### config.mk
export PLATFORM = sky130hd
export DESIGN_NAME = mmn_mem_guard
export DESIGN_NICKNAME = d
export VERILOG_FILES = /design/src/mmn_pkg.sv /design/src/mmn_sect_chk.sv /design/src/mmn_mem_guard.sv
export SDC_FILE = /design/constraint.sdc
export NUM_CORES = 1
export LEC_CHECK = 0
export ABC_AREA = 1
export BUFFER_PORTS_ARGS = -buffer_cell sky130_fd_sc_hd__buf_2
export CORE_AREA = 2 2 259 184
export CTS_CLUSTER_SIZE = 25
export DETAILED_ROUTE_END_ITERATION = 12
export DIE_AREA = 0 0 261 186
export PLACE_DENSITY = 0.59
export SLEW_MARGIN = 20
export SYNTH_ARGS = -nofsm -noshare
export SYNTH_HDL_FRONTEND = slang
export SYNTH_HIERARCHICAL = 1
export SYNTH_SLANG_ARGS = --single-unit
### constraint.sdc
create_clock -name CLK -period 2.6 [get_ports CLK]
set_input_delay 0 -clock CLK [delete_from_list [all_inputs] [get_ports CLK]]
set_output_delay 0 -clock CLK [all_outputs]
set_load 0.1 [all_outputs]
### src/mmn_pkg.sv
/*
  Shared constants and types for the memory map and nonvolatile
  protection block: data-space windows, flash sections, lock layout,
  access spaces and programmer commands.
  Assumes nothing beyond a SystemVerilog compiler.
*/
package mmn_pkg;

  // Flash geometry in 16-bit words
  localparam int FL_AW = 16;
  localparam logic [15:0] BOOT_WORDS = 16'h1000;
  localparam logic [15:0] BOOT_LO = 16'hF000;
  localparam logic [15:0] TBL_LO = BOOT_LO - BOOT_WORDS;

  // Data-space windows
  localparam logic [15:0] EE_LO = 16'h1000;
  localparam logic [15:0] SR_LO = 16'h2000;
  localparam logic [15:0] SR_HI = 16'h3FFF;
  localparam logic [15:0] GP_N = 16'h0010;
  localparam logic [15:0] BIT_HI = 16'h001F;
  localparam logic [15:0] DIR_HI = 16'h003F;
  localparam int EE_AW = 12;
  localparam int SR_AW = 13;

  // Lock byte: two bits per section, one means unprogrammed
  localparam int LK_APP = 0;
  localparam int LK_TBL = 2;
  localparam int LK_BOOT = 4;
  localparam int LK_WR = 0;
  localparam int LK_RD = 1;
  localparam logic [7:0] LOCK_RST = 8'hFF;
  localparam logic [7:0] FUSE_RST = 8'hFF;
  localparam logic [1:0] CFG_LOCK = 2'h3;

  // Calibration bytes pushed out of the factory row at reset
  localparam logic [3:0] CAL_N = 4'h4;

  // Opcode patterns of two-word instructions
  localparam logic [15:0] OPA_MASK = 16'hFC0F;
  localparam logic [15:0] OPA_VAL = 16'h9000;
  localparam logic [15:0] OPB_MASK = 16'hFE0C;
  localparam logic [15:0] OPB_VAL = 16'h940C;

  typedef enum logic [1:0] {
    SP_MAIN = 2'h0,
    SP_USIG = 2'h1,
    SP_PSIG = 2'h2,
    SP_CFG = 2'h3
  } mmn_space_e;

  typedef enum logic [1:0] {
    SEC_APP = 2'h0,
    SEC_TBL = 2'h1,
    SEC_BOOT = 2'h2
  } mmn_sect_e;

  typedef enum logic [1:0] {
    PC_READ = 2'h0,
    PC_WRITE = 2'h1,
    PC_UERASE = 2'h2,
    PC_CERASE = 2'h3
  } mmn_pcmd_e;

  typedef enum logic [1:0] {
    BO_NONE = 2'h0,
    BO_SET = 2'h1,
    BO_CLR = 2'h2,
    BO_TEST = 2'h3
  } mmn_bop_e;

endpackage : mmn_pkg

### src/mmn_sect_chk.sv
/*
  Flash section classifier and lock check for one access.
  Assumes a lock byte laid out as in mmn_pkg, bits active low.
*/
`timescale 1ns/1ps
module mmn_sect_chk
  import mmn_pkg::*;
(
  input wire logic [15:0] addr,
  input wire logic [15:0] pc,
  input wire logic [7:0] lock,
  output mmn_pkg::mmn_sect_e sect,
  output logic rd_ok,
  output logic wr_ok,
  output logic pc_boot
);

  // Table sits right under boot and spans the same size
  function automatic mmn_sect_e sect_of(input logic [15:0] a);
    if (a >= BOOT_LO) begin
      return SEC_BOOT;
    end else if (a >= TBL_LO) begin
      return SEC_TBL;
    end
    return SEC_APP;
  endfunction : sect_of

  logic [1:0] fld;

  // Per-section lock field decides read and write permission
  always_comb begin
    sect = sect_of(addr);
    pc_boot = (sect_of(pc) == SEC_BOOT);
    unique case (sect)
      SEC_TBL: fld = lock[LK_TBL +: 2];
      SEC_BOOT: fld = lock[LK_BOOT +: 2];
      default: fld = lock[LK_APP +: 2];
    endcase
    rd_ok = fld[LK_RD];
    wr_ok = fld[LK_WR];
  end

endmodule : mmn_sect_chk

### src/mmn_mem_guard.sv
/*
  Memory map and nonvolatile protection: data-space decoder, flash
  access gate for CPU and programmer, lock and fuse storage, chip
  erase ordering, calibration push at reset and instruction fetch.
  Assumes flash, EEPROM, SRAM and I/O arrays answer reads in the
  same cycle, and FL_DONE pulses when a flash erase has finished.
*/
`timescale 1ns/1ps
module mmn_mem_guard
  import mmn_pkg::*;
(
  input wire logic CLK,
  input wire logic NRST,
  input wire logic [15:0] ADDR,
  input wire logic [7:0] WDATA,
  input wire logic WR,
  input wire logic RD,
  output logic [7:0] RDATA,
  input wire mmn_pkg::mmn_bop_e BIT_OP,
  input wire logic [2:0] BIT_SEL,
  output logic BIT_TST,
  input wire logic EE_MAP_EN,
  output logic [mmn_pkg::EE_AW-1:0] EE_ADDR,
  output logic [7:0] EE_WDATA,
  output logic EE_WR,
  output logic EE_RD,
  input wire logic [7:0] EE_RDATA,
  output logic [mmn_pkg::SR_AW-1:0] SR_ADDR,
  output logic [7:0] SR_WDATA,
  output logic SR_WR,
  output logic SR_RD,
  input wire logic [7:0] SR_RDATA,
  output logic [11:0] IO_ADDR,
  output logic [7:0] IO_WDATA,
  output logic IO_WR,
  output logic IO_RD,
  input wire logic [7:0] IO_RDATA,
  output logic IO_BSET,
  output logic IO_BCLR,
  input wire logic CF_REQ,
  input wire logic CF_WR,
  input wire logic [15:0] CF_PC,
  input wire logic [15:0] CF_ADDR,
  input wire mmn_pkg::mmn_space_e CF_SPACE,
  input wire logic [15:0] CF_WDATA,
  output logic [15:0] CF_RDATA,
  output logic CF_ACK,
  output logic CF_ERR,
  input wire logic PD_REQ,
  input wire mmn_pkg::mmn_pcmd_e PD_CMD,
  input wire logic [15:0] PD_ADDR,
  input wire mmn_pkg::mmn_space_e PD_SPACE,
  input wire logic [15:0] PD_WDATA,
  output logic [15:0] PD_RDATA,
  output logic PD_ACK,
  output logic PD_ERR,
  output logic [mmn_pkg::FL_AW-1:0] FL_ADDR,
  output logic [1:0] FL_SPACE,
  output logic [15:0] FL_WDATA,
  output logic FL_WR,
  output logic FL_RD,
  input wire logic [15:0] FL_RDATA,
  output logic FL_CERASE,
  output logic FL_UERASE,
  input wire logic FL_DONE,
  input wire logic [15:0] FETCH_PC,
  output logic [mmn_pkg::FL_AW-1:0] FETCH_ADDR,
  input wire logic [31:0] FETCH_WORDS,
  output logic [31:0] INSTR,
  output logic INSTR_LONG,
  output logic CAL_LD,
  output logic [3:0] CAL_SEL,
  output logic [7:0] CAL_DATA,
  output logic [7:0] LOCK_BITS,
  output logic [23:0] FUSE_BITS
);

  typedef enum logic [2:0] {
    ST_INIT = 3'h0,
    ST_IDLE = 3'h1,
    ST_CERASE = 3'h2,
    ST_LOCKCLR = 3'h3,
    ST_UERASE = 3'h4
  } mmn_state_e;

  typedef enum logic [1:0] {
    W_IO = 2'h0,
    W_EE = 2'h1,
    W_SR = 2'h2,
    W_NONE = 2'h3
  } mmn_win_e;

  typedef struct packed {
    mmn_state_e state;
    logic [15:0][7:0] gp;
    logic [7:0] rdata;
    logic bit_tst;
    logic [7:0] lock;
    logic [2:0][7:0] fuse;
    logic [3:0] cal_idx;
    logic cal_ld;
    logic [7:0] cal_data;
    logic [15:0] cf_rdata;
    logic cf_ack;
    logic cf_err;
    logic [15:0] pd_rdata;
    logic pd_ack;
    logic pd_err;
    logic [31:0] instr;
    logic ilong;
  } mmn_st_s;

  mmn_st_s cur_ff;
  mmn_st_s nxt_st;

  ////////////////////////////////////////////////////////////////////
  // Decoding helpers

  // One flat map: fixed window starts, no banking
  function automatic mmn_win_e win_of(input logic [15:0] a,
                                      input logic ee_en);
    if (a < EE_LO) begin
      return W_IO;
    end else if (a < SR_LO) begin
      return ee_en ? W_EE : W_NONE;
    end else if (a <= SR_HI) begin
      return W_SR;
    end
    return W_NONE;
  endfunction : win_of

  // Two-word opcodes carry an address in the second word
  function automatic logic is_long(input logic [15:0] op);
    return ((op & OPA_MASK) == OPA_VAL) ||
           ((op & OPB_MASK) == OPB_VAL);
  endfunction : is_long

  ////////////////////////////////////////////////////////////////////
  // Flash grant: programmer first, CPU waits behind it

  logic g_val;
  logic g_cpu;
  logic g_wr;
  logic [15:0] g_addr;
  mmn_space_e g_space;
  logic [15:0] g_wdata;
  mmn_sect_e g_sect;
  logic g_rd_ok;
  logic g_wr_ok;
  logic g_pc_boot;
  logic g_wr_allow;
  mmn_win_e dwin;
  logic gp_hit;

  always_comb begin
    g_val = 1'b0;
    g_cpu = 1'b0;
    g_wr = 1'b0;
    g_addr = CF_ADDR;
    g_space = CF_SPACE;
    g_wdata = CF_WDATA;
    if (cur_ff.state == ST_INIT) begin
      g_val = 1'b1;
      g_addr = {12'h000, cur_ff.cal_idx};
      g_space = SP_PSIG;
    end else if (cur_ff.state == ST_IDLE && PD_REQ) begin
      g_val = (PD_CMD == PC_READ) || (PD_CMD == PC_WRITE);
      g_wr = (PD_CMD == PC_WRITE);
      g_addr = PD_ADDR;
      g_space = PD_SPACE;
      g_wdata = PD_WDATA;
    end else if (cur_ff.state == ST_IDLE && CF_REQ) begin
      g_val = 1'b1;
      g_cpu = 1'b1;
      g_wr = CF_WR;
    end
  end

  mmn_sect_chk u_chk (
    .addr(g_addr),
    .pc(CF_PC),
    .lock(cur_ff.lock),
    .sect(g_sect),
    .rd_ok(g_rd_ok),
    .wr_ok(g_wr_ok),
    .pc_boot(g_pc_boot)
  );

  // Whether a granted flash-array write may go ahead
  always_comb begin
    unique case (g_space)
      SP_MAIN: g_wr_allow = g_wr_ok && (!g_cpu || g_pc_boot);
      SP_USIG: g_wr_allow = !g_cpu || g_pc_boot;
      default: g_wr_allow = 1'b0;
    endcase
  end

  // Flash array strobes straight from the grant, erase strobes from the state
  assign FL_ADDR = g_addr;
  assign FL_SPACE = g_space;
  assign FL_WDATA = g_wdata;
  assign FL_WR = g_val && g_wr && g_wr_allow;
  assign FL_RD = g_val && !g_wr && (g_space != SP_CFG);
  assign FL_CERASE = (cur_ff.state == ST_CERASE);
  assign FL_UERASE = (cur_ff.state == ST_UERASE);
  assign FETCH_ADDR = FETCH_PC;

  ////////////////////////////////////////////////////////////////////
  // Data-space strobes to the arrays

  assign dwin = win_of(ADDR, EE_MAP_EN);
  assign gp_hit = (ADDR < GP_N);
  assign EE_ADDR = ADDR[EE_AW-1:0];
  assign EE_WDATA = WDATA;
  assign EE_WR = WR && (dwin == W_EE);
  assign EE_RD = RD && (dwin == W_EE);
  assign SR_ADDR = ADDR[SR_AW-1:0];
  assign SR_WDATA = WDATA;
  assign SR_WR = WR && (dwin == W_SR);
  assign SR_RD = RD && (dwin == W_SR);
  assign IO_ADDR = ADDR[11:0];
  assign IO_WDATA = WDATA;
  assign IO_WR = WR && (dwin == W_IO) && !gp_hit;
  // Bit test on external I/O reads the register in place
  assign IO_RD = (RD || BIT_OP == BO_TEST) && (dwin == W_IO) && !gp_hit;
  assign IO_BSET = (BIT_OP == BO_SET) && !gp_hit && ADDR <= BIT_HI;
  assign IO_BCLR = (BIT_OP == BO_CLR) && !gp_hit && ADDR <= BIT_HI;

  ////////////////////////////////////////////////////////////////////
  // Next-state logic

  always_comb begin
    logic [15:0] rd_val;
    logic err;
    rd_val = 16'h0000;
    err = 1'b0;
    nxt_st = cur_ff;
    nxt_st.cal_ld = 1'b0;
    nxt_st.cf_ack = 1'b0;
    nxt_st.pd_ack = 1'b0;
    // Fetch path: two words registered, length from first word
    nxt_st.instr = FETCH_WORDS;
    nxt_st.ilong = is_long(FETCH_WORDS[15:0]);

    // Data-space write; holes swallow the write
    if (WR && dwin == W_IO && gp_hit) begin
      nxt_st.gp[ADDR[3:0]] = WDATA;
    end
    // Single-cycle bit set and clear on the low registers
    if (gp_hit && BIT_OP == BO_SET) begin
      nxt_st.gp[ADDR[3:0]][BIT_SEL] = 1'b1;
    end else if (gp_hit && BIT_OP == BO_CLR) begin
      nxt_st.gp[ADDR[3:0]][BIT_SEL] = 1'b0;
    end
    if (BIT_OP == BO_TEST) begin
      nxt_st.bit_tst = gp_hit ? cur_ff.gp[ADDR[3:0]][BIT_SEL]
                              : IO_RDATA[BIT_SEL];
    end
    // Read data: one cycle later, zero outside all windows
    if (RD) begin
      unique case (dwin)
        W_IO: nxt_st.rdata = gp_hit ? cur_ff.gp[ADDR[3:0]] : IO_RDATA;
        W_EE: nxt_st.rdata = EE_RDATA;
        W_SR: nxt_st.rdata = SR_RDATA;
        W_NONE: nxt_st.rdata = 8'h00;
      endcase
    end

    unique case (cur_ff.state)
      // Push factory calibration bytes before serving anyone
      ST_INIT: begin
        nxt_st.cal_ld = 1'b1;
        nxt_st.cal_data = FL_RDATA[7:0];
        nxt_st.cal_idx = cur_ff.cal_idx + 4'h1;
        if (cur_ff.cal_idx == CAL_N - 4'h1) begin
          nxt_st.state = ST_IDLE;
        end
      end
      ST_IDLE: begin
        if (PD_REQ && PD_CMD == PC_CERASE) begin
          nxt_st.state = ST_CERASE;
        end else if (PD_REQ && PD_CMD == PC_UERASE) begin
          nxt_st.state = ST_UERASE;
        end
      end
      // Flash content goes first so locks guard it to the end
      ST_CERASE: begin
        if (FL_DONE) begin
          nxt_st.state = ST_LOCKCLR;
        end
      end
      ST_LOCKCLR: begin
        nxt_st.lock = LOCK_RST;
        nxt_st.pd_ack = 1'b1;
        nxt_st.pd_err = 1'b0;
        nxt_st.state = ST_IDLE;
      end
      ST_UERASE: begin
        if (FL_DONE) begin
          nxt_st.pd_ack = 1'b1;
          nxt_st.pd_err = 1'b0;
          nxt_st.state = ST_IDLE;
        end
      end
      default: nxt_st.state = ST_IDLE;
    endcase

    // Granted flash access from CPU or programmer
    if (g_val && cur_ff.state == ST_IDLE) begin
      if (g_wr) begin
        if (g_space == SP_CFG && g_addr[1:0] == CFG_LOCK) begin
          // Programming only turns ones into zeros
          nxt_st.lock = cur_ff.lock & g_wdata[7:0];
        end else if (g_space == SP_CFG) begin
          if (g_cpu) begin
            err = 1'b1;
          end else begin
            nxt_st.fuse[g_addr[1:0]] = g_wdata[7:0];
          end
        end else begin
          err = !g_wr_allow;
        end
      end else begin
        unique case (g_space)
          SP_MAIN: begin
            rd_val = g_rd_ok ? FL_RDATA : 16'h0000;
            err = !g_rd_ok;
          end
          SP_CFG: begin
            rd_val = {8'h00, (g_addr[1:0] == CFG_LOCK) ?
                      cur_ff.lock : cur_ff.fuse[g_addr[1:0]]};
          end
          default: rd_val = FL_RDATA;
        endcase
      end
      if (g_cpu) begin
        nxt_st.cf_ack = 1'b1;
        nxt_st.cf_err = err;
        nxt_st.cf_rdata = rd_val;
      end else begin
        nxt_st.pd_ack = 1'b1;
        nxt_st.pd_err = err;
        nxt_st.pd_rdata = rd_val;
      end
    end
  end

  ////////////////////////////////////////////////////////////////////
  // State register

  // Locks and fuses come up unprogrammed, all ones
  always_ff @(posedge CLK or negedge NRST) begin
    if (!NRST) begin
      cur_ff <= '0;
      cur_ff.state <= ST_INIT;
      cur_ff.lock <= LOCK_RST;
      cur_ff.fuse <= {FUSE_RST, FUSE_RST, FUSE_RST};
    end else begin
      cur_ff <= nxt_st;
    end
  end

  assign RDATA = cur_ff.rdata;
  assign BIT_TST = cur_ff.bit_tst;
  assign CF_RDATA = cur_ff.cf_rdata;
  assign CF_ACK = cur_ff.cf_ack;
  assign CF_ERR = cur_ff.cf_err;
  assign PD_RDATA = cur_ff.pd_rdata;
  assign PD_ACK = cur_ff.pd_ack;
  assign PD_ERR = cur_ff.pd_err;
  assign INSTR = cur_ff.instr;
  assign INSTR_LONG = cur_ff.ilong;
  assign CAL_LD = cur_ff.cal_ld;
  assign CAL_SEL = cur_ff.cal_idx - 4'h1;
  assign CAL_DATA = cur_ff.cal_data;
  assign LOCK_BITS = cur_ff.lock;
  assign FUSE_BITS = cur_ff.fuse;

  ////////////////////////////////////////////////////////////////////
  // Assertions

  spm_boot_only_a: assert property (
    @(posedge CLK) disable iff (!NRST)
    FL_WR && g_cpu |-> g_pc_boot)
    else $error("flash write from CPU outside boot");

  lock_tighten_a: assert property (
    @(posedge CLK) disable iff (!NRST)
    $past(cur_ff.state) != ST_LOCKCLR |->
    (cur_ff.lock & ~$past(cur_ff.lock)) == 8'h00)
    else $error("lock bit moved from programmed to unprogrammed");

  psig_no_write_a: assert property (
    @(posedge CLK) disable iff (!NRST)
    FL_SPACE == SP_PSIG |-> !FL_WR)
    else $error("write reached factory row");

  lock_after_erase_a: assert property (
    @(posedge CLK) disable iff (!NRST)
    cur_ff.state == ST_CERASE && FL_DONE |=>
    cur_ff.state == ST_LOCKCLR ##1 cur_ff.lock == LOCK_RST)
    else $error("locks not cleared after flash erase");

  fuse_cpu_a: assert property (
    @(posedge CLK) disable iff (!NRST)
    g_val && g_cpu && g_wr && g_space == SP_CFG &&
    g_addr[1:0] != CFG_LOCK && cur_ff.state == ST_IDLE |=>
    $stable(cur_ff.fuse) && CF_ERR && CF_ACK)
    else $error("software changed a fuse");

  hole_read_a: assert property (
    @(posedge CLK) disable iff (!NRST)
    RD && dwin == W_NONE |=> RDATA == 8'h00)
    else $error("unmapped read returned data");

  ee_window_a: assert property (
    @(posedge CLK) disable iff (!NRST)
    (EE_WR || EE_RD) |-> EE_MAP_EN && ADDR >= EE_LO && ADDR < SR_LO)
    else $error("EEPROM strobe outside mapped window");

  locked_read_a: assert property (
    @(posedge CLK) disable iff (!NRST)
    g_val && g_cpu && !g_wr && g_space == SP_MAIN && !g_rd_ok &&
    cur_ff.state == ST_IDLE |=> CF_RDATA == 16'h0000 && CF_ERR)
    else $error("locked flash read leaked data");

  cal_count_a: assert property (
    @(posedge CLK) disable iff (!NRST)
    $rose(cur_ff.state == ST_IDLE) && $past(cur_ff.state) == ST_INIT
    |-> CAL_LD && CAL_SEL == CAL_N - 4'h1)
    else $error("calibration push ended early");

endmodule : mmn_mem_guard

; ---- After elaboration in Yosys (flattened, before gate mapping)
; Cells that the tools add are included.
[word_totals]
regBits = 254
input_bits = 212
output_inout_bits = 246
elab_cells = 216
[op_classes]
addsub = 2
n_lt_le_gt_ge = 15
n_eq_ne = 27
muxes = 86
bitwise_logic = 6
reduce_logical = 46
[op_table]
columns = operator, count
row1 = 2-to-1 mux 128 bit, 3
row2 = AND 128 bit, 1
row3 = bitwise mux 128 bit, 1
row4 = inverter 128 bit, 1
row5 = bitwise OR 128 bit, 1
row6 = 2-to-1 mux 16 bit, 6
row7 = 2-to-1 mux 24 bit, 3
row8 = 2-to-1 mux 8 bit, 9
row9 = demux 8 bit (select 4 bit), 2
row10 = >= comparator 16 bit (second input constant), 4
row11 = 2-to-1 mux 32 bit, 2
row12 = binary-select mux 8 bit (select 4 bit), 1
row13 = case mux 16 bit (2 select lines), 1
row14 = case mux 8 bit (4 select lines), 1
row15 = 2-to-1 mux 2 bit, 15
row16 = logical AND 1 bit, 29
row17 = bitwise mux 24 bit, 1
row18 = 2-to-1 mux 1 bit, 24
row19 = equality test 2 bit (second input constant), 10
row20 = 2-to-1 mux 20 bit, 1
row21 = 2-to-1 mux 18 bit, 1
row22 = binary-select mux 8 bit (select 2 bit), 1
row23 = demux 8 bit (select 2 bit), 1
row24 = less-or-equal comparator 16 x 14 -> 1 bit (second input constant), 1
row25 = other kinds (38), 62

; ---- Logic depth before layout (Yosys ltp)
; Gate-level depths: netlist of run 1.
[depth]
word_depth = 18
ltp_mapped = 18
depth_no_buf = 15

; ---- Cells and area by module
; Netlist of run 1, hierarchy kept.
[by_module_without_submodules]
columns = mod, instances, cells_per_inst, area_each_um2, seq_area_each_um2
row1 = mmn_mem_guard, 1, 2109, 15847.7, 6396.1
row2 = mmn_sect_chk, 1, 19, 100.1, 0.0

; ---- Worst setup path before layout of run 1
; No wires, ideal clock.
[synth_timing]
kind = register -> output
start = reg cur_ff[253] (netlist name)
end = out FL_WR
arrival_time_ns = 5.235
required_time_ns = 2.600
path_slack_ns = -2.635
path_stages_with_launch = 11
n_path_buf = 1
path_cell_list = dfrtp_1 -> inv_2 -> nand4_4 -> inv_1 -> clkbuf_1 -> nor2_1 -> nor3_1 -> ha_1 -> a21oi_1 -> o21bai_1 -> nor2_1
[synth_between]
elab_cells_between_ends = 33
cone_classes = 2 x order compare / 4 x eq/ne / 18 x mux / 9 x reduce/logical
[synth_lines]
columns = item, line
row1 = start: declaration, mmn_mem_guard.sv:113  ; mmn_st_s cur_ff;
row2 = start signal: assignment, mmn_mem_guard.sv:359  ; cur_ff <= nxt_st;
row3 = equality test 3 x 1 -> 1 bit, mmn_mem_guard.sv:166  ; end else if (cur_ff.state == ST_IDLE && PD_REQ) begin
row4 = logical AND 1 bit, mmn_mem_guard.sv:166
row5 = 2-to-1 mux 2 bit, mmn_mem_guard.sv:166
row6 = 2-to-1 mux 2 bit (*), mmn_mem_guard.sv:162  ; if (cur_ff.state == ST_INIT) begin
row7 = named net FL_SPACE[0], mmn_mem_guard.sv:58  ; output logic [1:0] FL_SPACE,
row8 = equality test 2 x 1 -> 1 bit or logical NOT 2 bit (tied branches), mmn_mem_guard.sv:191  ; unique case (g_space)
row9 = case mux 1 bit (2 select lines) (*), mmn_mem_guard.sv:191
row10 = logical AND 1 bit (*), mmn_mem_guard.sv:202  ; assign FL_WR = g_val && g_wr && g_wr_allow;
row11 = end: declaration, mmn_mem_guard.sv:60  ; output logic FL_WR,
; The timed path passes the listed nets; every way through them passes the cells marked *.

; ---- Worst setup path after layout of run 1
[layout_timing]
start = reg cur_ff[253] (netlist name)
end = out FL_WR
[layout_between]
elab_chain_len = 13
elab_cells_between_ends = 33
cone_classes = 2 x order compare / 4 x eq/ne / 18 x mux / 9 x reduce/logical
[layout_lines]
columns = item, line
row1 = equality test 3 x 1 -> 1 bit, "mmn_mem_guard.sv:166, mmn_mem_guard.sv:172"
row2 = logical AND 1 bit, mmn_mem_guard.sv:166
row3 = 2-to-1 mux 16 bit, mmn_mem_guard.sv:166
row4 = 2-to-1 mux 16 bit, mmn_mem_guard.sv:162
row5 = >= comparator 16 bit, mmn_sect_chk.sv:22  ; end else if (a >= TBL_LO) begin
row6 = 2-to-1 mux 1 bit, mmn_sect_chk.sv:22
row7 = 2-to-1 mux 1 bit, mmn_sect_chk.sv:20  ; if (a >= BOOT_LO) begin
row8 = 2-to-1 mux 2 bit, mmn_sect_chk.sv:25  ; return SEC_APP;
row9 = equality test 2 bit or equality test 2 x 1 -> 1 bit (tied branches), mmn_sect_chk.sv:34  ; unique case (sect)
row10 = case mux 2 bit (2 select lines), mmn_sect_chk.sv:34
row11 = logical AND 1 bit, mmn_mem_guard.sv:192  ; SP_MAIN: g_wr_allow = g_wr_ok && (!g_cpu || g_pc_boot);
row12 = case mux 1 bit (2 select lines), mmn_mem_guard.sv:191
row13 = logical AND 1 bit (*), mmn_mem_guard.sv:202
; Mark *: on every way between the ends. The rest lies on a longest branch, timed or not.

==> metrics, run 1 <==
max cap viols 0; RSZ-0062 raised after global routing true; io pins 458; first-pass GRT wire length 87,500 µm; # diodes 0; area occupied by multi-input gates between 0.006 and 0.007 mm²; Syn Area/Cell between 7 and 8 µm²; WHS -0.00750 ns; Max-Slew Margin vs Limit 41.0%; CP Capture Type output pin; Core ar. 0.0461 mm²; FILL cells 4,608; Tot Pwr 22.6 mW; largest net degree at the start of global routing 129; CTS tree built; die area 0.0485 mm²; commonest non-fill, non-tap cell in the layout nand2_1; area grow syn2layout 25.9%; total track usage a little under a quarter; Startpoint Class flip-flop; vias in the first global route between 15,000 and 20,000; Die W 261 µm; synth warn 6; final-report hold violation count 2; Die H about 190 µm; DRT iter0 DRCs 1,636; Worst-path clk slew 0.06 ns; IO Port Bufs 413; Arr. time, crit path 2.54 ns; WL per Instance 18.9 µm; CTS root buf clkbuf_16; min Tclk post-route 2.54 ns; PwrDens 1130 mW/mm²; Routed Antenna Nets 0; Initial Util 34.6%; FF/Latch Area 0.00640 mm²; Post-Syn Instances 2,127; worst hold-check path type input pin to async pin; global route overflow 0; dpl cell area 0.0176 mm²; Setup Viol. Count Final 0; synthesized cell area 0.0159 mm²; critical-path cell with the highest stage delay dfrtp_1; CTS Buf Count 30; Final Max Tran Viols 0; initial antenna violation count 0; Setup WS pre-CTS 0.0568 ns; placer congestion estimate 0.948; Synth Net Count 2,344; drt pass-1 iters 6; Max Buffers Root-to-Sink 3; Finished Core Util a little over two fifths; Slew @ Worst Pin 0.884 ns; DR vias 15,969; Inst Count DP 2,896; clk_skew 0.0181 ns; Post-DP HPWL between 30,000 and 40,000 µm; clk_lat worst skew 0.57 ns; post-route non-filler standard cell count 3,083; status complete, but fails checks; share of layout cells above drive strength 1 27.8%; worst path cell trace inv_2 -> buf_4 -> nand3_4 -> buf_12 -> inv_8 -> nor3_4 -> buf_4 -> inv_1 -> ha_4 -> a21oi_2 -> o21bai_4 -> nor2_4 -> buf_12; reg2reg setup slack 0.26 ns; Final Cell Area 0.0201 mm²; Largest stage delay, worst path 0.38 ns; fin worst setup slack 0.0621 ns; Final nets 2,664; commonest cells after routing, fill and taps aside nand2_1, buf_2, dfrtp_1; Req. time, crit path 2.60 ns; Leak 10.1 nW; crit-path max FO 9; violated checks hold timing; Std-Cell Rows 66; # clock sinks 254; Detailed Route WL 58,300 µm; Via density 5.18; VDD IR-drop max 1.05 mV; H-tree depth 1; period utilization 97.6%; CP Class flip-flop to output pin; Fmax 394 MHz; DRC Markers 0
-- area by class of cell --
type / count / share of cell area [%]
inverter: 231 / 4.43
tap: 612 / 3.81
multi-input combinational: 1343 / 34.8
sequential: 254 / 31.9
clock inverter: 16 / 1.05
timing repair buffer: 587 / 19.9
clock buffer: 40 / 4.23
-- sequential cells by signal, indices dropped and copies added (netlist names), 8 cells and up, named ones only --
register / count
INSTR: 32
RDATA: 8
LOCK_BITS: 8
PD_RDATA: 16
cur_ff: 135
CAL_DATA: 8
CF_RDATA: 16
-- metrics by stage --
| step | hold WS (ns) | setup TNS, ns |
|---|---|---|
| after floorplan | -0.296 | -17.57 |
| after global placement | 0.000681 | 0 |
| after detailed placement | 0.000681 | 0 |
| after CTS | 0.000681 | 0 |
| after global routing | 0.000143 | -0.0490 |
| final | -0.00750 | 0 |
-- layer usage --
metal  vias up  global-route usage [%]  routed length (µm)
li1       7447                       -                   -
met1      7670                    34.7               26200
met2       747                    34.5               25200
met3       105                    3.54                5400
met4         0                    6.07                1380
met5         -                       0                   0
-- path summary, 6_finish.rpt --
check,startpoint,to,depth (start not counted)
setup / recovery,cur_ff[253],FL_WR,13
hold / removal,NRST,CAL_DATA[3],2
setup reg to reg,cur_ff[166],RDATA[3],9
hold reg to reg,PD_RDATA[8],PD_RDATA[8],2
max in group asynchronous,NRST,LOCK_BITS[2],3
min in group CLK,FETCH_PC[12],FETCH_ADDR[12],0
-- where the power goes --
part | switching [mW] | internal [mW]
combinational | 10.3 | 2.55
clock | 1.88 | 2.71
sequential | 0.477 | 4.73
total | 12.6 | 9.99
-- what timing repair did --
item                                   CTS  global route
setup endpoints to repair                2             3
endpoints found under the hold margin  339             0
hold buffers                           105             0
setup buffers                           10            13
cloned                                   3             0
resized for setup                       16            22
pin swaps                                5             3
-- worst max-delay path, delay by kind of cell, from the launching register on --
kind            cells  cell delay [ns]
buf+inv             7             0.85
flops               1             0.38
simple gates        3             0.35
compound gates      2             0.23
fa+ha+maj           1             0.14
(Power assumes the default switching activity.)
==> inputs of run 2 (changes only) <==
Settings changed: ABC_AREA 1 to not set, CORE_AREA 2 2 259 184 to 2 2 201 203, DIE_AREA 0 0 261 186 to 0 0 203 205, PLACE_DENSITY 0.59 to 0.61, REMOVE_ABC_BUFFERS set to 1.
==> run 2 against run 1 <==
The flow finishes with violations (hold timing, setup timing). Clock power is 5.2% lower. Total power is 6.0% lower. Largest power group unchanged. Non-clock buffer count is 6 higher. Combinational power is 9% lower. Wire length is 21% lower. Global-route usage is 1.8 points lower.
==> metrics, run 2 <==
status complete, but fails checks (unchanged); violated checks hold timing, setup timing (was hold timing); Setup Viol. Count Final 1 (was 0); largest net degree at the start of global routing 81 (was 129); max cap viols 0 (unchanged); total track usage 21.4% (was 23.2%); VDD IR-drop max 1.36 mV (was 1.05 mV); Slew @ Worst Pin 0.733 ns (was 0.884 ns); placer congestion estimate 0.912 (was 0.948); setup_tns -0.0154 ns (was 0 ns); Max Buffers Root-to-Sink 3 (unchanged); crit-path max FO 4 (was 9); global route overflow 0 (unchanged); DR vias 12,190 (was 15,969); die area 0.0416 mm² (was 0.0485 mm²); clk_lat worst skew 0.57 ns (about the same); CTS Buf Count 29 (was 30); drt pass-1 iters 7 (was 6); worst hold-check path type input pin to flip-flop (was input pin to async pin); first-pass GRT wire length 69,600 µm (was 87,500 µm); final-report hold violation count 2 (unchanged); Largest Register cur_ff (unchanged); io pins 458 (unchanged); Startpoint Class flip-flop (unchanged); Post-Syn Instances 1,438 (was 2,127); Routed Antenna Nets 0 (unchanged); Std-Cell Rows 73 (was 66); initial antenna violation count 3 (was 0); DRT iter0 DRCs 825 (was 1,636); fin worst setup slack -0.0154 ns (was 0.0621 ns); Worst-path clk slew 0.06 ns (about the same); period utilization 101% (was 97.6%); Post-DP HPWL 31,700 µm (was 39,500 µm); RSZ-0062 raised after global routing true (unchanged); min Tclk post-route 2.62 ns (was 2.54 ns); Arr. time, crit path 2.62 ns (was 2.54 ns); FILL cells 3,730 (was 4,608); Max-Slew Margin vs Limit 51.0% (was 41.0%); clk_skew 0.0167 ns (was 0.0181 ns); Finished Core Util 44.8% (was 43.6%); share of layout cells above drive strength 1 36.1% (was 27.8%); Die H 205 µm (was 186 µm); H-tree depth 1 (unchanged); area grow syn2layout 29.3% (was 25.9%); Die W 203 µm (was 261 µm); Via density 5.23 (was 5.18); Leak 8.34 nW (was 10.1 nW); # clock sinks 254 (unchanged); WL per Instance 19.7 µm (was 18.9 µm); synthesized cell area 0.0136 mm² (was 0.0159 mm²); Detailed Route WL 45,900 µm (was 58,300 µm); Fmax 382 MHz (was 394 MHz); Final nets 1,998 (was 2,664); CTS tree built (unchanged); commonest cells after routing, fill and taps aside buf_2, o21ai_0, dfrtp_1 (was nand2_1, buf_2, dfrtp_1); Syn Area/Cell 9.49 µm² (was 7.50 µm²); Initial Util 34.7% (was 34.6%); Final Max Tran Viols 0 (unchanged); Largest register FFs 135 (unchanged); CP Capture Type output pin (unchanged); IO Port Bufs 413 (unchanged); DRC Markers 0 (unchanged); CTS root buf clkbuf_16 (unchanged); synth warn 6 (unchanged); commonest non-fill, non-tap cell in the layout buf_2 (was nand2_1); vias in the first global route 12,177 (was 15,019); WHS -0.0188 ns (was -0.00750 ns); CP Class flip-flop to output pin (unchanged); Core ar. 0.0394 mm² (was 0.0461 mm²); PwrDens 1210 mW/mm² (was 1130 mW/mm²); Req. time, crit path 2.60 ns (about the same)
==> run 2: changes by cell type in the layout (fill, tap and decap cells not counted), sizes merged, moves of 9 or more <==
cell / delta
dlygate4sd3: -9
nor2b: +10
mux2i: +46
buf: +16
o21ai: +126
mux4: +29
nor2: -113
mux2: +20
nand2: -459
nand3: -36
inv: -203
o221ai: -105
==> run 2: power by group <==
| group | leakage (nW) | switching (mW) | internal [mW] |
|---|---|---|---|
| clock network | 0.506 | 1.70 | 2.64 |
| registers | 3.28 | 0.486 | 4.71 |
| logic | 4.55 | 9.13 | 2.60 |
| total | 8.34 | 11.3 | 9.96 |
==> run 2: final timing paths <==
check / from / end / slack, ns / depth (start not counted)
max: cur_ff[253] / FL_WR / -0.02 / 11
min: CF_WR / PD_ERR / -0.02 / 5
max reg2reg: cur_ff[253] / LOCK_BITS[1] / 0.08 / 12
min reg2reg: CAL_DATA[2] / CAL_DATA[2] / 0.48 / 2
max in group asynchronous: NRST / LOCK_BITS[7] / 1.70 / 3
min in group asynchronous: NRST / RDATA[5] / 0.01 / 2
==> run 2: critical path, cell delays in order (launching register included) <==
cell and delay [ns]:
dfrtp_1 0.43, nor2_4 0.16, and3_4 0.21, buf_6 0.10, nand2_1 0.06, a21oi_2 0.19
buf_4 0.16, a31oi_4 0.08, a21oi_2 0.14, a21oi_2 0.08, nor3_2 0.21, buf_12 0.22
==> run 2: per-layer routing <==
metal	routed length [µm]	vias up	GRT usage, %
met2	22200	628	37.1
met1	17600	5926	24.8
met3	4260	100	6.00
met5	107	-	1.79
met4	1740	4	8.86
li1	-	5532	-
==> run 2: cell type report <==
cell class / instances / area, µm² / area share, %
diodes: 2 / 5.00 / 0.0284
clock buffers: 39 / 833 / 4.72
clock inverters: 15 / 189 / 1.07
inverters: 24 / 95.1 / 0.539
multi-input cells: 879 / 5450 / 30.9
flip-flops and latches: 254 / 6400 / 36.3
well taps: 525 / 657 / 3.72
repair buffers: 593 / 4010 / 22.7
==> run 2: repair_timing <==
action / in CTS / in global routing
endpoints found under the hold margin: 298 / 0
hold buffers: 96 / 0
endpoints found under the setup margin: 2 / 18
pin swaps: 5 / 4
cloned: 0 / 1
resized for setup: 16 / 15
buffers inserted: 7 / 11
==> run 2: per-stage QoR <==
stage / hold WS [ns] / cells / total power [mW] / setup slack, ns / area (µm²)
floorplan: -0.296 / 1157 / 13.2 / -3.05 / 11800
global placement: 0.000739 / 2160 / 16.2 / 0.191 / 15300
detailed placement: 0.000739 / 2160 / 16.3 / 0.0985 / 15300
CTS: 0.000739 / 2317 / 21.0 / -0.0117 / 17500
global route: 0.000586 / 2330 / 22.0 / -0.136 / 17600
finish: -0.0188 / 2331 / 21.3 / -0.0154 / 17600
==> inputs of run 3 (changes only) <==
Settings changed: CTS_CLUSTER_DIAMETER set to 50, PLACE_DENSITY 0.61 to 0.59.
Clock period 2.6 ns to 3.4 ns, I/O delays scaled along.
==> run 3 against run 2 <==
Utilization decreased by 1.4 points. Sequential share of layout area increased by 1.2 points. First-iteration DRC count decreased by 12%. Clock power decreased by 17%. Highest routed layer unchanged. The run now ends clean. Wire length decreased by 2.3%. Critical path type unchanged. Die area unchanged. Setup slack improved by 0.20 ns.
==> metrics, run 3 (synthesis results as in run 2) <==
Detailed Route WL 44,900 µm (was 45,900 µm); die area 0.0416 mm² (unchanged); area grow syn2layout 25.2% (was 29.3%); global route overflow 0 (unchanged); share of layout cells above drive strength 1 33.9% (was 36.1%); Tot Pwr 15.9 mW (was 21.3 mW); fin worst setup slack 0.189 ns (was -0.0154 ns); reg2reg setup slack 0.25 ns (was 0.08 ns); # clock sinks 254 (unchanged); Die W 203 µm (unchanged); io pins 458 (unchanged); Final nets 1,952 (was 1,998); total track usage 21.4% (about the same); VDD IR-drop max 0.983 mV (was 1.36 mV); Req. time, crit path 3.40 ns (was 2.60 ns); Routed Antenna Nets 0 (unchanged); commonest cells after routing, fill and taps aside buf_2, o21ai_0, dfrtp_1 (unchanged); Via density 5.12 (was 5.23); DRT iter0 DRCs 727 (was 825); largest net degree at the start of global routing 95 (was 81); Setup WS pre-CTS 0.166 ns (was 0.0985 ns); # diodes 0 (was 2); IO Port Bufs 413 (unchanged); CP Class flip-flop to output pin (unchanged); hold path start FETCH_PC[9] (was CF_WR); commonest non-fill, non-tap cell in the layout buf_2 (unchanged); clk_skew 0.0254 ns (was 0.0167 ns); CTS Buf Count 34 (was 29); Core ar. 0.0394 mm² (unchanged); worst path cell trace nor2_1 -> nand3_1 -> buf_4 -> mux2i_1 -> dlygate4sd3_1 -> inv_1 -> buf_2 (was nor2_4 -> and3_4 -> buf_6 -> nand2_1 -> a21oi_2 -> buf_4 -> a31oi_4 -> a21oi_2 -> a21oi_2 -> nor3_2 -> buf_12); worst r2r path cells 9 (was 12); status complete, no violations (was complete, but fails checks); first-pass GRT wire length 68,800 µm (was 69,600 µm); H-tree depth 2 (was 1); Max-Slew Margin vs Limit 31.8% (was 51.0%); worst hold-check path type input pin to output pin (was input pin to flip-flop); DRC Markers 0 (unchanged); Die H 205 µm (unchanged); vias in the first global route 11,847 (was 12,177); Worst-path clk slew 0.05 ns (was 0.06 ns); critical-path cell with the highest stage delay dlygate4sd3_1 (was dfrtp_1); reg-to-reg startpoint cur_ff[253] (unchanged); Hold Crit Depth 0 (was 5); CP Capture Type output pin (unchanged); Final Max Tran Viols 0 (unchanged); crit-path max FO 24 (was 4); Largest Register cur_ff (unchanged); drt pass-1 iters 6 (was 7); Post-DP HPWL 31,500 µm (was 31,700 µm); Initial Util 34.7% (unchanged); clk_lat worst skew 0.55 ns (was 0.57 ns); WL per Instance 19.6 µm (was 19.7 µm); CTS root buf clkbuf_16 (unchanged); min Tclk post-route approximately 3.2 ns; Setup Viol. Count Final 0 (was 1); Startpoint Class flip-flop (unchanged); Std-Cell Rows 73 (unchanged); PwrDens 934 mW/mm² (was 1210 mW/mm²); final-report hold violation count 0 (was 2); period utilization a little over nine tenths; Slew @ Worst Pin 1.01 ns (was 0.733 ns); max cap viols 0 (unchanged); Largest stage delay, worst path 0.61 ns (was 0.43 ns); Arr. time, crit path 3.21 ns (was 2.62 ns); DR vias 11,705 (was 12,190); Fmax 311 MHz; placer congestion estimate 0.888 (was 0.912); Leak 8.07 nW (was 8.34 nW); Max Buffers Root-to-Sink 3 (unchanged); initial antenna violation count 0 (was 3); CTS tree built (unchanged); RSZ-0062 raised after global routing false (was true); hold endpoint FETCH_ADDR[9] (was PD_ERR); Largest register FFs 135 (unchanged)
[run 3: per-stage QoR]
| stage | area, µm² | hold slack, ns | utilization, % | instances | setup TNS [ns] |
|---|---|---|---|---|---|
| after floorplan | 11800 | -0.296 | - | 1157 | -71.92 |
| after global placement | 14900 | 0.000854 | 37.9 | 2127 | 0 |
| after CTS | 17100 | 0.000854 | 43.3 | 2284 | 0 |
| after detailed placement | 14900 | 0.000854 | 37.9 | 2127 | 0 |
| final | 17100 | 0.000748 | 43.4 | 2284 | 0 |
| after global routing | 17100 | 0.000588 | 43.4 | 2284 | 0 |
[run 3: layout make-up]
type                    count  area [µm²]
fillers                  3840       22300
flip-flops and latches    254        6400
multi-input cells         879        5370
repair buffers            542        3410
clock buffers              41         918
well taps                 525         657
clock inverters            19         233
inverters                  24        91.3
[run 3: layer usage]
| metal | up-vias | share of wire [%] | track usage (%) |
|---|---|---|---|
| li1 | 5424 | - | - |
| met1 | 5617 | 38 | 24.3 |
| met2 | 570 | 49 | 37.2 |
| met3 | 92 | 9.1 | 6.46 |
| met4 | 2 | 3.7 | 8.97 |
| met5 | - | 0.21 | 1.67 |
[run 3: repair_timing]
action                                  in CTS  in global routing
hold buffers                                97                  0
endpoints found under the setup margin       1                  4
resized for setup                            4                  5
setup buffers                                0                  0
hold endpoints to repair                   211                  0
[run 3: power breakdown]
| group | internal (mW) | leakage [nW] | total (mW) | switching [mW] |
|---|---|---|---|---|
| combinational | 1.50 | 4.23 | 8.36 | 6.86 |
| clock | 2.14 | 0.556 | 3.63 | 1.49 |
| sequential | 3.60 | 3.28 | 3.96 | 0.360 |
| total | 7.24 | 8.07 | 15.9 | 8.70 |
[run 3: worst max path at each step]
| stage | from | to | depth (start not counted) |
|---|---|---|---|
| after detailed placement | cur_ff[252] | flip-flop | 9 |
| after CTS | cur_ff[253] | FL_WR | 8 |
| final | cur_ff[253] | FL_WDATA[5] | 7 |
| after global routing | cur_ff[253] | FL_WDATA[4] | 7 |
| after global placement | cur_ff[253] | LOCK_BITS[5] | 9 |
| after floorplan | cur_ff[253] | FL_WR | 7 |
[run 3: critical path, delay by kind of cell, from the launching register on]
family / cells / cell delay (ns)
multiplexers: 1 / 0.16
AND/OR/NAND/NOR: 2 / 0.54
flip-flops: 1 / 0.49
buffers and inverters: 4 / 1.47
